$ cat src/scm_map.svh
`ifndef SCM_MAP_SVH
`define SCM_MAP_SVH

// Register addresses
`define SCM_ADDR_MODE 20'hFFFB0
`define SCM_ADDR_BAUD 20'hFFFB1
`define SCM_ADDR_CTRL 20'hFFFB2
`define SCM_ADDR_TXD 20'hFFFB3
`define SCM_ADDR_STAT 20'hFFFB4
`define SCM_ADDR_RXD 20'hFFFB5
`define SCM_ADDR_CARD 20'hFFFB6

// Reset values
`define SCM_RST_MODE 8'h00
`define SCM_RST_BAUD 8'hFF
`define SCM_RST_CTRL 8'h00
`define SCM_RST_TXD 8'hFF
`define SCM_RST_RXD 8'h00
`define SCM_RST_CARD 8'hF2
`define SCM_CARD_ONES 8'hF2
`define SCM_RST_ORDER 1'b0
`define SCM_RST_INV 1'b0
`define SCM_RST_ON 1'b0

// Mode register fields
`define SCM_MODE_GSM 7
`define SCM_MODE_ODD 4
`define SCM_MODE_PRE_HI 1
`define SCM_MODE_PRE_LO 0

// Control register fields
`define SCM_CTRL_TXON 5
`define SCM_CTRL_RXON 4
`define SCM_CTRL_CK_HI 1
`define SCM_CTRL_CK_LO 0

// Status register fields
`define SCM_STAT_TXE 7
`define SCM_STAT_RXF 6
`define SCM_STAT_OVR 5
`define SCM_STAT_ERS 4
`define SCM_STAT_PAR 3
`define SCM_STAT_TX_DONE_FLAG 2

// Card mode register fields
`define SCM_CARD_ORDER 3
`define SCM_CARD_INV 2
`define SCM_CARD_ON 0

// Card clock ratio per bit, and base ticks per half etu
`define SCM_CLK_PER_ETU 372
`define SCM_TICKS_HALF (`SCM_CLK_PER_ETU)

// Frame timing in tenths of an etu, points counted from the start edge and lengths
`define SCM_TX_DONE_FLAG_NORM_X10 125
`define SCM_TX_DONE_FLAG_GSM_X10 110
`define SCM_ERR_OUT_X10 105
`define SCM_ERR_LEN_X10 10
`define SCM_ERR_SMP_X10 110
`define SCM_FRAME_X10 100
`define SCM_GUARD_X10 20
`define SCM_RETRY_X10 20

// Same timing in half etu
`define SCM_TX_DONE_FLAG_NORM_H (`SCM_TX_DONE_FLAG_NORM_X10 / 5)
`define SCM_TX_DONE_FLAG_GSM_H (`SCM_TX_DONE_FLAG_GSM_X10 / 5)
`define SCM_ERR_ON_H (`SCM_ERR_OUT_X10 / 5)
`define SCM_ERR_OFF_H ((`SCM_ERR_OUT_X10 + `SCM_ERR_LEN_X10) / 5)
`define SCM_ERR_SMP_H (`SCM_ERR_SMP_X10 / 5)
`define SCM_FRAME_H (`SCM_FRAME_X10 / 5)
`define SCM_GUARD_END_H ((`SCM_FRAME_X10 + `SCM_GUARD_X10) / 5)
`define SCM_RETRY_H ((`SCM_ERR_SMP_X10 + `SCM_RETRY_X10) / 5)
`define SCM_PAR_SMP_H 18
`define SCM_RX_END_H 24

`endif

$ cat src/scm_pkg.sv
package scm_pkg;
  typedef logic [19:0] scm_addr_t;
  typedef logic [7:0] scm_byte_t;
  typedef enum logic {SCM_TX_IDLE, SCM_TX_FRAME} scm_tx_state_t;
  typedef enum logic {SCM_RX_IDLE, SCM_RX_FRAME} scm_rx_state_t;
endpackage

$ cat src/scm_sync.sv
`timescale 1ns/1ps
module scm_sync #(
  parameter logic RST_VAL = 1'b1
) (
  input logic ref_clk,
  input logic rst_n,
  input logic ce,
  input logic async_in,
  output logic sync_out
);
  logic meta_r;

  // Two stages, the first read only by the second
  always_ff @(posedge ref_clk or negedge rst_n) begin
    if (!rst_n) begin
      meta_r <= RST_VAL;
      sync_out <= RST_VAL;
    end else if (ce) begin
      meta_r <= async_in;
      sync_out <= meta_r;
    end
  end
endmodule

$ cat src/scm_top.sv
// Operation
// - Normal timing: transmit done flag set 12.5 etu after start edge.
// - Gsm timing: transmit done flag set 11.0 etu after start edge.
// - Gsm off: clock select low picks port or card clock output.
// - Gsm on: clock pin fixed by high select, or card clock.
// - Each frame holds eight data bits then one parity bit.
// - Transmit low start bit, data bits D0 to D7, then parity.
// - At least 2 etu guard between parity end and next start.
// - Parity error received: drive line low one etu from 10.5 etu.
// - Error pulse after transmit: resend same character 2 etu later or more.
// - Only asynchronous character transfer, no synchronous mode.
// - Transmitter releases the data line after the frame.
// - Receiver releases the line once its error pulse ends.
// - Transmit and receive both on allow a loop-back self test.
// - Bit order select picks msb or lsb first both directions.
// - Data invert acts on data bits only, never the parity bit.
// - Error signal flag set when a low error pulse is sampled.
// - Card clock output runs at 372 times the bit rate.
`timescale 1ns/1ps
`include "scm_map.svh"
module scm_top (
  input logic ref_clk,
  input logic rst_n,
  input logic ce,
  input scm_pkg::scm_addr_t addr,
  input scm_pkg::scm_byte_t wr_data,
  input logic wr_stb,
  input logic rd_stb,
  output scm_pkg::scm_byte_t rd_data,
  input logic data_in,
  output logic data_out,
  output logic data_oe,
  output logic sck_out,
  output logic sck_oe
);
  import scm_pkg::*;

  scm_byte_t mode_r, baud_r, ctrl_r, tdr_r, rdr_r;
  logic order_r, inv_r, card_on_r;
  logic txe_r, rxf_r, ovr_r, ers_r, per_r, tx_done_flag_r;
  logic line_s, line_prev_r;
  logic [14:0] tick_cnt_r;
  logic [14:0] tick_lim;
  logic tick;
  logic sck_tgl_r;
  scm_tx_state_t t_state_r;
  scm_rx_state_t r_state_r;
  logic [8:0] t_sub_r, r_sub_r;
  logic [4:0] t_half_r, r_half_r;
  logic [9:0] frame_r;
  logic err_seen_r;
  logic [8:0] rx_bits_r;
  logic [8:0] rx_full;
  logic r_perr_r, r_drv_r;
  logic t_hp, r_hp, tx_en, rx_en, tx_load;
  logic gsm, odd, ck_hi, ck_lo;
  scm_byte_t d_tx, rx_byte;
  logic rx_done, rx_perr, err_smp, tx_done_flag_set;
  logic [4:0] t_end_h, tx_done_flag_h;
  logic wr_stat;

  function automatic scm_byte_t rev8(input scm_byte_t v);
    scm_byte_t r;
    r = 8'h00;
    for (int i = 0; i < 8; i++) begin
      r[i] = v[7 - i];
    end
    return r;
  endfunction

  assign gsm = mode_r[`SCM_MODE_GSM];
  assign odd = mode_r[`SCM_MODE_ODD];
  assign ck_hi = ctrl_r[`SCM_CTRL_CK_HI];
  assign ck_lo = ctrl_r[`SCM_CTRL_CK_LO];
  assign tx_en = ctrl_r[`SCM_CTRL_TXON] & card_on_r;
  // Receiver is independent of the transmitter
  assign rx_en = ctrl_r[`SCM_CTRL_RXON] & card_on_r;
  assign wr_stat = wr_stb && (addr == `SCM_ADDR_STAT);

  // Data line input synchroniser
  scm_sync #(.RST_VAL(1'b1)) u_line_sync (
    .ref_clk(ref_clk),
    .rst_n(rst_n),
    .ce(ce),
    .async_in(data_in),
    .sync_out(line_s)
  );

  // Base tick: half card clock period, 372 card clocks per etu
  assign tick_lim = 15'((({7'h00, baud_r} + 15'd1)
    << {mode_r[`SCM_MODE_PRE_HI], mode_r[`SCM_MODE_PRE_LO], 1'b0}) - 15'd1);
  assign tick = (tick_cnt_r >= tick_lim);

  always_ff @(posedge ref_clk or negedge rst_n) begin
    if (!rst_n) begin
      tick_cnt_r <= 15'h0000;
      sck_tgl_r <= 1'b0;
    end else if (ce) begin
      tick_cnt_r <= tick ? 15'h0000 : 15'(tick_cnt_r + 15'd1);
      if (tick) begin
        sck_tgl_r <= ~sck_tgl_r;
      end
    end
  end

  // Clock pin selection
  always_ff @(posedge ref_clk or negedge rst_n) begin
    if (!rst_n) begin
      sck_out <= 1'b0;
      sck_oe <= 1'b0;
    end else if (ce) begin
      sck_oe <= ck_lo | gsm;
      sck_out <= (gsm && !ck_lo) ? ck_hi : sck_tgl_r;
    end
  end

  // Software registers
  always_ff @(posedge ref_clk or negedge rst_n) begin
    if (!rst_n) begin
      mode_r <= `SCM_RST_MODE;
      baud_r <= `SCM_RST_BAUD;
      ctrl_r <= `SCM_RST_CTRL;
      tdr_r <= `SCM_RST_TXD;
      order_r <= `SCM_RST_ORDER;
      inv_r <= `SCM_RST_INV;
      card_on_r <= `SCM_RST_ON;
    end else if (ce && wr_stb) begin
      unique case (addr)
        `SCM_ADDR_MODE: mode_r <= wr_data;
        `SCM_ADDR_BAUD: baud_r <= wr_data;
        `SCM_ADDR_CTRL: ctrl_r <= wr_data;
        `SCM_ADDR_TXD: tdr_r <= wr_data;
        `SCM_ADDR_CARD: begin
          order_r <= wr_data[`SCM_CARD_ORDER];
          inv_r <= wr_data[`SCM_CARD_INV];
          card_on_r <= wr_data[`SCM_CARD_ON];
        end
        default: ;
      endcase
    end
  end

  // Read port, data one cycle after the strobe
  always_ff @(posedge ref_clk or negedge rst_n) begin
    if (!rst_n) begin
      rd_data <= 8'h00;
    end else if (ce && rd_stb) begin
      unique case (addr)
        `SCM_ADDR_MODE: rd_data <= mode_r;
        `SCM_ADDR_BAUD: rd_data <= baud_r;
        `SCM_ADDR_CTRL: rd_data <= ctrl_r;
        `SCM_ADDR_TXD: rd_data <= tdr_r;
        `SCM_ADDR_STAT: rd_data <= {txe_r, rxf_r, ovr_r, ers_r, per_r,
          tx_done_flag_r, 2'b00};
        `SCM_ADDR_RXD: rd_data <= rdr_r;
        `SCM_ADDR_CARD: rd_data <= `SCM_CARD_ONES
          | {4'h0, order_r, inv_r, 1'b0, card_on_r};
        default: rd_data <= 8'h00;
      endcase
    end
  end

  // Transmit character shaping
  assign d_tx = (order_r ? rev8(tdr_r) : tdr_r) ^ {8{inv_r}};
  assign tx_load = (t_state_r == SCM_TX_IDLE) && tx_en && !txe_r;
  assign t_hp = tick && (t_sub_r == 9'(`SCM_TICKS_HALF - 1));
  assign tx_done_flag_h = gsm ? 5'(`SCM_TX_DONE_FLAG_GSM_H) : 5'(`SCM_TX_DONE_FLAG_NORM_H);
  // Frame ends after the guard, or later when a resend is due
  assign t_end_h = err_seen_r ? 5'(`SCM_RETRY_H)
    : (gsm ? 5'(`SCM_GUARD_END_H) : 5'(`SCM_TX_DONE_FLAG_NORM_H));
  assign err_smp = (t_state_r == SCM_TX_FRAME) && t_hp
    && (t_half_r == 5'(`SCM_ERR_SMP_H - 1)) && !line_s;
  assign tx_done_flag_set = (!ctrl_r[`SCM_CTRL_TXON] && !ers_r)
    || ((t_state_r == SCM_TX_FRAME) && t_hp && !err_seen_r && txe_r
    && !err_smp && (t_half_r == tx_done_flag_h - 5'd1));

  // Transmitter
  always_ff @(posedge ref_clk or negedge rst_n) begin
    if (!rst_n) begin
      t_state_r <= SCM_TX_IDLE;
      t_sub_r <= 9'h000;
      t_half_r <= 5'h00;
      frame_r <= 10'h3FF;
      err_seen_r <= 1'b0;
    end else if (ce) begin
      unique case (t_state_r)
        SCM_TX_IDLE: begin
          if (tx_load) begin
            t_state_r <= SCM_TX_FRAME;
            t_sub_r <= 9'h000;
            t_half_r <= 5'h00;
            err_seen_r <= 1'b0;
            frame_r <= {(^d_tx) ^ odd, d_tx, 1'b0};
          end
        end
        SCM_TX_FRAME: begin
          if (!tx_en) begin
            t_state_r <= SCM_TX_IDLE;
          end else if (tick) begin
            t_sub_r <= t_hp ? 9'h000 : 9'(t_sub_r + 9'd1);
            if (t_hp) begin
              t_half_r <= 5'(t_half_r + 5'd1);
              if (t_half_r == 5'(`SCM_ERR_SMP_H - 1)) begin
                err_seen_r <= !line_s;
              end
              if (t_half_r == t_end_h - 5'd1) begin
                if (err_seen_r) begin
                  t_half_r <= 5'h00; // Resend same frame
                  err_seen_r <= 1'b0;
                end else begin
                  t_state_r <= SCM_TX_IDLE;
                end
              end
            end
          end
        end
      endcase
    end
  end

  // Transmit flags: hardware set wins over software clear
  always_ff @(posedge ref_clk or negedge rst_n) begin
    if (!rst_n) begin
      txe_r <= 1'b1;
      tx_done_flag_r <= 1'b1;
      ers_r <= 1'b0;
    end else if (ce) begin
      if (tx_load) begin
        txe_r <= 1'b1;
      end else if (wr_stat && !wr_data[`SCM_STAT_TXE]) begin
        txe_r <= 1'b0;
      end
      if (tx_done_flag_set) begin
        tx_done_flag_r <= 1'b1;
      end else if (wr_stat && !wr_data[`SCM_STAT_TXE] && txe_r) begin
        tx_done_flag_r <= 1'b0;
      end
      if (err_smp) begin
        ers_r <= 1'b1;
      end else if (wr_stat && !wr_data[`SCM_STAT_ERS]) begin
        ers_r <= 1'b0;
      end
    end
  end

  // Receive character assembly
  assign r_hp = tick && (r_sub_r == 9'(`SCM_TICKS_HALF - 1));
  assign rx_full = {line_s, rx_bits_r[8:1]};
  assign rx_done = (r_state_r == SCM_RX_FRAME) && r_hp
    && (r_half_r == 5'(`SCM_PAR_SMP_H));
  assign rx_perr = (^rx_full) != odd;
  assign rx_byte = (order_r ? rev8(rx_full[7:0]) : rx_full[7:0])
    ^ {8{inv_r}};

  // Receiver, started only by a falling start edge
  always_ff @(posedge ref_clk or negedge rst_n) begin
    if (!rst_n) begin
      r_state_r <= SCM_RX_IDLE;
      r_sub_r <= 9'h000;
      r_half_r <= 5'h00;
      rx_bits_r <= 9'h000;
      r_perr_r <= 1'b0;
      r_drv_r <= 1'b0;
      line_prev_r <= 1'b1;
    end else if (ce) begin
      line_prev_r <= line_s;
      unique case (r_state_r)
        SCM_RX_IDLE: begin
          r_drv_r <= 1'b0;
          if (rx_en && line_prev_r && !line_s) begin
            r_state_r <= SCM_RX_FRAME;
            r_sub_r <= 9'h000;
            r_half_r <= 5'h00;
            r_perr_r <= 1'b0;
          end
        end
        SCM_RX_FRAME: begin
          if (!rx_en) begin
            r_state_r <= SCM_RX_IDLE;
            r_drv_r <= 1'b0;
          end else if (tick) begin
            r_sub_r <= r_hp ? 9'h000 : 9'(r_sub_r + 9'd1);
            if (r_hp) begin
              r_half_r <= 5'(r_half_r + 5'd1);
              // Mid-bit sampling of data and parity bits
              if (!r_half_r[0] && r_half_r != 5'h00
                  && r_half_r <= 5'(`SCM_PAR_SMP_H)) begin
                rx_bits_r <= rx_full;
              end
              if (rx_done) begin
                r_perr_r <= rx_perr;
              end
              if (r_half_r == 5'(`SCM_ERR_ON_H - 1) && r_perr_r) begin
                r_drv_r <= 1'b1;
              end
              if (r_half_r == 5'(`SCM_ERR_OFF_H - 1)) begin
                r_drv_r <= 1'b0;
              end
              if (r_half_r == 5'(`SCM_RX_END_H - 1)) begin
                r_state_r <= SCM_RX_IDLE;
              end
            end
          end
        end
      endcase
    end
  end

  // Receive data and flags
  always_ff @(posedge ref_clk or negedge rst_n) begin
    if (!rst_n) begin
      rdr_r <= `SCM_RST_RXD;
      rxf_r <= 1'b0;
      ovr_r <= 1'b0;
      per_r <= 1'b0;
    end else if (ce) begin
      if (rx_done && !rx_perr && !rxf_r) begin
        rdr_r <= rx_byte;
      end
      if (rx_done && !rx_perr && !rxf_r) begin
        rxf_r <= 1'b1;
      end else if (wr_stat && !wr_data[`SCM_STAT_RXF]) begin
        rxf_r <= 1'b0;
      end
      if (rx_done && !rx_perr && rxf_r) begin
        ovr_r <= 1'b1;
      end else if (wr_stat && !wr_data[`SCM_STAT_OVR]) begin
        ovr_r <= 1'b0;
      end
      if (rx_done && rx_perr) begin
        per_r <= 1'b1;
      end else if (wr_stat && !wr_data[`SCM_STAT_PAR]) begin
        per_r <= 1'b0;
      end
    end
  end

  // Open-drain data line: only ever pulled low
  always_ff @(posedge ref_clk or negedge rst_n) begin
    if (!rst_n) begin
      data_out <= 1'b0;
      data_oe <= 1'b0;
    end else if (ce) begin
      data_out <= 1'b0;
      data_oe <= ((t_state_r == SCM_TX_FRAME)
        && (t_half_r < 5'(`SCM_FRAME_H))
        && !frame_r[t_half_r[4:1]])
        || r_drv_r;
    end
  end
endmodule

$ cat config.mk
export PLATFORM = sky130hd
export DESIGN_NAME = scm_top
export DESIGN_NICKNAME = d
export VERILOG_FILES = /design/src/scm_pkg.sv /design/src/scm_sync.sv /design/src/scm_top.sv
export VERILOG_INCLUDE_DIRS = /design/src
export SDC_FILE = /design/constraint.sdc
export NUM_CORES = 1
export LEC_CHECK = 0
export ABC_AREA = 1
export BUFFER_PORTS_ARGS = -buffer_cell sky130_fd_sc_hd__buf_2
export CAP_MARGIN = 25
export CORE_MARGIN = 2
export CORE_UTILIZATION = 54
export DETAILED_ROUTE_END_ITERATION = 10
export HOLD_SLACK_MARGIN = 0.08
export PLACE_DENSITY = 0.72
export REMOVE_ABC_BUFFERS = 1
export SYNTH_ARGS = -nofsm -noshare
export SYNTH_HDL_FRONTEND = slang
export SYNTH_SLANG_ARGS = --single-unit
export TNS_END_PERCENT = 50
$ cat constraint.sdc
create_clock -name ref_clk -period 4 [get_ports ref_clk]
set_input_delay 0.8 -clock ref_clk [delete_from_list [all_inputs] [get_ports ref_clk]]
set_output_delay 0.8 -clock ref_clk [all_outputs]
set_load 0.005 [all_outputs]
* Word level (Yosys, flattened, before mapping)
Index checks and enable logic that the tools add are counted.
** Word-level totals
- Latch bits :: 0
- Output and inout bits :: 12
- Logic and storage cells :: 246
- Bits of input ports :: 34
- ROM bits :: 0
- Bits in writable memories :: 0
- Memories kept :: 0
- Register bits after elaboration :: 131
** Operators by class
- Divide/modulo/power cells :: 0
- Shift-type cells :: 1
- Reductions and logical operators :: 83
- Order comparisons :: 4
- Bitwise logic cells :: 9
- $add $sub $neg :: 9
- Multipliers :: 0
- Equality and inequality tests :: 29
- Mux-type cells :: 77
** Operators by type and width (number)
- 20-bit == test, second input constant :: 7
- 9-bit 2-to-1 mux :: 8
- 8-bit one-hot mux with 7 select lines :: 1
- 5-bit 2-to-1 mux :: 10
- 1-bit 2-to-1 mux :: 43
- 9-bit one-hot mux with 2 select lines :: 2
- 1-bit logical AND :: 35
- 2-bit AND reduction :: 13
- 5-bit == test, second input constant :: 5
- 5-bit one-hot mux with 2 select lines :: 2
- 9-bit by 1-bit adder with 9-bit output, second input constant :: 2
- 9-bit == test, second input constant :: 2
- 1-bit logical NOT :: 16
- 8-bit 2-to-1 mux :: 2
- 8-bit XOR :: 2
- 15-bit by 1-bit adder with 15-bit output, second input constant :: 1
- 15-bit >= comparator :: 1
- 15-bit 2-to-1 mux :: 1
- 9-bit by 3-bit left shift with 15-bit output :: 1
- 15-bit by 1-bit subtractor with 15-bit output, second input constant :: 1
- 4-bit AND reduction :: 3
- 6-bit AND reduction :: 2
- 2-bit nonzero test :: 6
- 5-bit by 1-bit adder with 5-bit output, second input constant :: 2
- 26 further kinds :: 44

* Longest topological paths before layout
- Depth after elaboration :: 14
- Depth in mapped cells :: 26
- Gate-level depth less buffers :: 26

* By module
A second synthesis with hierarchy kept.
** Second synthesis, totals
- Cells, all modules :: 1173
- Area, all modules :: 8697.1 µm²
** By module, submodules not included
- scm_top :: area each 8618.3 µm², sequential area each 3239.4 µm², cells an instance 1164, instances 1
- scm_sync :: area each 78.8 µm², sequential area each 52.6 µm², cells an instance 9, instances 1

* Worst setup path after synthesis
No wires, ideal clock.
- Path kind :: register to register
- Start point :: register baud_r[0]
- End point :: register t_half_r[3]
- Data required time :: 3.877 ns
- Path buffers :: 1
- Setup time :: 0.123 ns
- Stages on the path, launching flop included :: 24
- Clock period less this slack :: 3.346 ns
- Data arrival time :: 3.223 ns
- Path slack :: 0.654 ns
- Cells stage by stage :: dfstp_2 ha_1 or2_1 nand3_2 nand3_1 nor2_2 nand3_2 nor2_4 nand2_1 nand2_1 nand2_1 ha_1 nand2_1 nor2_2 nand3_1 nor2_1 nand2_1 nand3_4 nand2_4 a21boi_4 nand2_2 buf_6 nand2_1 o21ai_2
** On the way
- Longest elaborated chain between the ends :: 7
- Elaborated cells on any way between the ends :: 8
- Classes of those cells :: 2 x add/sub; 1 x order compare; 2 x eq/ne; 1 x shift; 2 x reduce/logical
** Ends and longest elaborated chain
- start: declaration :: RTL line scm_top.sv:38 : scm_byte_t mode_r, baud_r, ctrl_r, tdr_r, rdr_r;
- start signal: assignment :: RTL line scm_top.sv:121 : baud_r <= `SCM_RST_BAUD;
- start signal: assignment :: RTL line scm_top.sv:130 : `SCM_ADDR_BAUD: baud_r <= wr_data;
- 8-bit by 1-bit adder with 9-bit output (*) :: RTL line scm_top.sv:90 : assign tick_lim = 15'((({7'h00, baud_r} + 15'd1)
- 9-bit by 3-bit left shift with 15-bit output (*) :: RTL line scm_top.sv:90
- 15-bit by 1-bit subtractor with 15-bit output (*) :: RTL line scm_top.sv:90
- 15-bit >= comparator (*) :: RTL line scm_top.sv:92 : assign tick = (tick_cnt_r >= tick_lim);
- 1-bit logical AND :: RTL line scm_top.sv:166 : assign t_hp = tick && (t_sub_r == 9'(`SCM_TICKS_HALF - 1));
- 2-bit by 1-bit != test with 1-bit output (no line)
- 5-bit AND reduction (no line) (*)
- end signal: assignment :: RTL line scm_top.sv:202 : t_half_r <= 5'(t_half_r + 5'd1);
- end: declaration :: RTL line scm_top.sv:49 : logic [4:0] t_half_r, r_half_r;
Every way passes the cells marked *; elsewhere a longest branch is shown, timed or not.
A chain may end at the register's enable or synchronous reset.

* Worst setup path in the final report
- Start point :: register baud_r[0]
- End point :: register r_half_r[3]
** On the way
- Longest elaborated chain between the ends :: 7
- Elaborated cells on any way between the ends :: 8
- Classes of those cells :: 2 x add/sub; 1 x order compare; 2 x eq/ne; 1 x shift; 2 x reduce/logical
** Ends and longest elaborated chain
- 8-bit by 1-bit adder with 9-bit output (*) :: RTL line scm_top.sv:90
- 9-bit by 3-bit left shift with 15-bit output (*) :: RTL line scm_top.sv:90
- 15-bit by 1-bit subtractor with 15-bit output (*) :: RTL line scm_top.sv:90
- 15-bit >= comparator (*) :: RTL line scm_top.sv:92
- 1-bit logical AND :: RTL line scm_top.sv:247 : assign r_hp = tick && (r_sub_r == 9'(`SCM_TICKS_HALF - 1));
- 2-bit by 1-bit != test with 1-bit output (no line)
- 5-bit AND reduction (no line) (*)
- end signal: assignment :: RTL line scm_top.sv:284 : r_half_r <= 5'(r_half_r + 5'd1);
- end: declaration :: RTL line scm_top.sv:49
Marked as above.

==> flow_metrics.py <==
metrics = {
    "status": {
        "outcome": "complete, no violations",
    },
    "floorplanning": {
        "die_area_sq_um": 17000,
        "die_h_um": 130,
        "fp.dieW_um": 130,
        "start_util_pct": 54.8,
        "io_pins": 46,
        "core_area_sq_um": 15800,
        "num_rows": 46,
    },
    "power_and_ir_drop": {
        "ir_worst_vdd_mv": 0.306,
        "switching_share_pct": 23.8,
        "power.internal_uw": 2390,
        "power.switching_uw": 748,
        "leakagePower_uw": 0.00466,
        "clock_power_share_pct": 52.1,
        "p_comb_share_pct": 4.6,
        "finalPower_uw": 3140,
        "p_per_area_nw_per_um2": 322,
        "p_seq_share_pct": 43.3,
    },
    "finish": {
        "final_layout_size_suffix_gt1_share_pct": 13.7,
        "area_growth_pct": 12.7,
        "post-route-util_pct": 61.7,
        "antennaDiodeCount": 0,
        "nets": 1323,
    },
    "clocking": {
        "cts_buffers": 17,
        "hold_buffers": 0,
        "htreeDepth": 4,
        "clkSlewWorstSetupHoldPaths_ns": 0.06,
        "clock_sinks": 130,
        "clkLatencyLatePin_ns": 0.43,
        "cts_root_buf": "clkbuf_16",
        "cts_tree": "done",
        "clockBufferDepth": 2,
    },
    "worst_setup_path": {
        "cp-end-kind": "register",
        "crit_required_ns": 4.32,
        "crit_path_start": "baud_r[0]$_DFFE_PN1P_",
        "worstSetupPathType": "register to register",
        "slowest_stage": "dfstp_2",
        "cp-start-kind": "register",
        "reg2reg_slack_ns": 0.29,
        "path_cells": "ha_1 -> nand2_1 -> nand2_1 -> o21ai_1 -> a21oi_2 -> nand2_1 -> nor2_2 -> nand3_2 -> nor2_1 -> nor2_1 -> nor2_1 -> ha_1 -> nand2_1 -> inv_1 -> nand2_1 -> nand2_1 -> a21oi_1 -> nand3_4 -> nand2_2 -> nand2_1 -> nand3_4 -> inv_1 -> nand2_1 -> nand2_1",
        "cp-endpoint": "r_half_r[3]$_DFFE_PN0P_",
        "critPathMaxStageDelay_ns": 0.58,
        "path_common_cell": "nand2_1",
        "r2r_cells": 24,
        "worstPathArrival_ns": 4.03,
        "crit_fanout": 8,
        "r2r-start": "baud_r[0]$_DFFE_PN1P_",
        "r2r-end": "r_half_r[3]$_DFFE_PN0P_",
    },
    "synthesis": {
        "yosys_warnings": 0,
        "synthDistinctLibCells": 48,
        "syn_area_per_cell_sq_um": 7.09,
        "ys_seq_area_share_pct": 38.1,
        "synthFlopType": "dfrtp_1",
        "synth_edf_count": 0,
        "netlist_area_sq_um": 8640,
        "syn_inst": 1218,
        "ys_ff_latch": 130,
        "synthArstFlopShare_pct": 100,
    },
    "sta": {
        "tightest_slew_ns": 0.866,
        "setup_tns_ns": 0,
        "skew_ns": 0.0105,
        "setup-violations-final": 0,
        "fin_crit_sh_pct": 92.7,
        "slew_viol_final": 0,
        "slew_headroom_pct": 42.3,
        "period_minus_slack_ns": 3.71,
        "final_hold_viol_count": 0,
        "timing.fmax_mhz": 270,
    },
    "global_route": {
        "grt_usage_pct": 24.3,
        "grt_pass1_vias": 6950,
        "grt_max_degree": 94,
        "grt_pass1_wl_mm": 32.9,
        "antenna_found_initial": 0,
        "overflow": 0,
    },
    "place": {
        "portBuffers": 44,
        "hpwl_mm": 14.5,
        "place.gp.congestion": 0.872,
    },
    "job": {
        "maxCapViolCount": 0,
    },
    "routing": {
        "vias_per_cell": 5.18,
        "drc_errors": 0,
        "wl_mm": 20.1,
        "via_count": 7740,
        "wl_per_cell_um": 13.5,
        "ant_nets": 0,
        "dr.first_iter.drc_count": 470,
        "dr.pass1.iters": 7,
    },
    "worst_hold_path": {
        "hp-class": "primary input to async pin",
    },
}
logic make-up (layout without fill, tap and decap cells):
| group | Yosys count | in the layout | synth area share, % |
|---|---|---|---|
| adder cells (fa/ha/maj) | 25 | 25 | 3.62 |
| buffers and inverters | 172 | 229 | 8.17 |
| XOR/XNOR | 60 | 60 | 6.08 |
| AND/OR/NAND/NOR | 678 | 680 | 34.1 |
| AO/OA/AOI/OAI | 152 | 152 | 9.85 |
| other | 1 | 1 | 0.0434 |
| flip-flops | 130 | 130 | 38.1 |
cell usage in the layout, fill, tap and decap left out, drive strengths merged, types with 4 or more instances in the layout:
master  synthesis  final
o21ai         123    123
nand3          87     87
a31oi           4      4
nor3           22     22
xor2           39     39
nand3b          5      5
a21oi          13     13
nand4          22     22
nor2          107    108
nor3b           5      5
dfrtp          99     99
inv           142    146
xnor2          21     21
buf            16     54
nand2         424    425
nor4            4      4
dfstp          31     31
clkinv          1      5
clkbuf         13     18
ha             25     25
layer usage:
metal  wire length, um  GRT usage [%]
met1              9670           34.5
met2              9570           38.9
met3               673           4.23
met4               182           6.32
met5                 0              0
worst max-delay path, delay by kind of cell (launching register included):
kind | cells | cell delay (ns)
adder cells (fa/ha/maj) | 2 | 0.45
buffers and inverters | 2 | 0.13
flip-flops | 1 | 0.58
AO/OA/AOI/OAI | 3 | 0.56
AND/OR/NAND/NOR | 17 | 1.86
power groups by stage:
stage          clock, uW  combinational, uW  sequential (uW)
2_1_floorplan          0               70.3             1380
3_3_place_gp           0                146             1380
3_5_place_dp           0                146             1380
4_1_cts             1660                147             1360
5_1_grt             1720                168             1360
6_report            1640                146             1360
worst min path at each step:
stage | endpoint | cells past startpoint
after floorplan | frame_r[0]$_DFFE_PN1P_ | 2
final | tick_cnt_r[12]$_DFFE_PN0P_ | 1
after CTS | frame_r[0]$_DFFE_PN1P_ | 2
after global routing | rd_data[3]$_DFFE_PN0P_ | 2
after global placement | frame_r[0]$_DFFE_PN1P_ | 2
after detailed placement | frame_r[0]$_DFFE_PN1P_ | 2
synth_stat cells, types with 3 or more instances:
master / count / area share (%)
nor2_2: 5 / 0.36
nand2_4: 3 / 0.39
nand2_2: 8 / 0.58
nor2_1: 100 / 4.3
o22ai_1: 3 / 0.22
buf_6: 5 / 0.65
a21oi_1: 12 / 0.70
xnor2_1: 21 / 2.1
dfrtp_1: 99 / 29
inv_2: 5 / 0.22
o21ai_1: 33 / 1.9
buf_4: 3 / 0.26
nand4_1: 21 / 1.5
o21ai_2: 11 / 1.1
clkbuf_1: 12 / 0.52
nand3_2: 6 / 0.70
nand3_1: 80 / 4.6
dfstp_2: 31 / 9.4
xor2_1: 39 / 4.0
nor3_1: 20 / 1.2
nor4_1: 3 / 0.22
ha_1: 25 / 3.6
nand2_1: 413 / 18
inv_1: 137 / 6.0
nand3b_1: 5 / 0.43
o21ai_0: 79 / 4.6
buf_2: 8 / 0.46
a31oi_1: 4 / 0.29
nor3b_1: 3 / 0.26
sequential cells by signal, summed over array words and instances, names as in the netlist, 5 cells and up:
| signal | flops |
|---|---|
| t_sub_r | 9 |
| rd_data | 8 |
| rdr_r | 8 |
| tick_cnt_r | 15 |
| r_half_r | 5 |
| tdr_r | 8 |
| r_sub_r | 9 |
| mode_r | 8 |
| baud_r | 8 |
| t_half_r | 5 |
| frame_r | 10 |
| ctrl_r | 8 |
| rx_bits_r | 8 |
cell type report:
cell class                      instances  area (sq um)
Sequential cell                       130          3290
Multi-Input combinational cell        918          4700
Fill cell                            1498          6030
Clock buffer                           18           439
Clock inverter                         14           178
Inverter                              143           539
Timing Repair Buffer                   54           314
Tap cell                              216           270
through the flow:
stage | instance area [sq um] | instances | hold WS (ns) | setup WS, ns
CTS | 9630 | 1486 | 0.463 | 0.214
global route | 9740 | 1493 | 0.489 | -0.0385
global placement | 9010 | 1454 | 0.452 | 0.363
detailed placement | 9010 | 1454 | 0.452 | 0.234
finish | 9740 | 1493 | 0.433 | 0.294
floorplan | 8470 | 1189 | 0.433 | 0.641
repair_timing:
| action | CTS | global route |
|---|---|---|
| endpoints found under the setup margin | 0 | 45 |
| buffers inserted | 0 | 5 |
| resized for setup | 0 | 15 |
No activity file was read; power rests on OpenSTA's default activity.
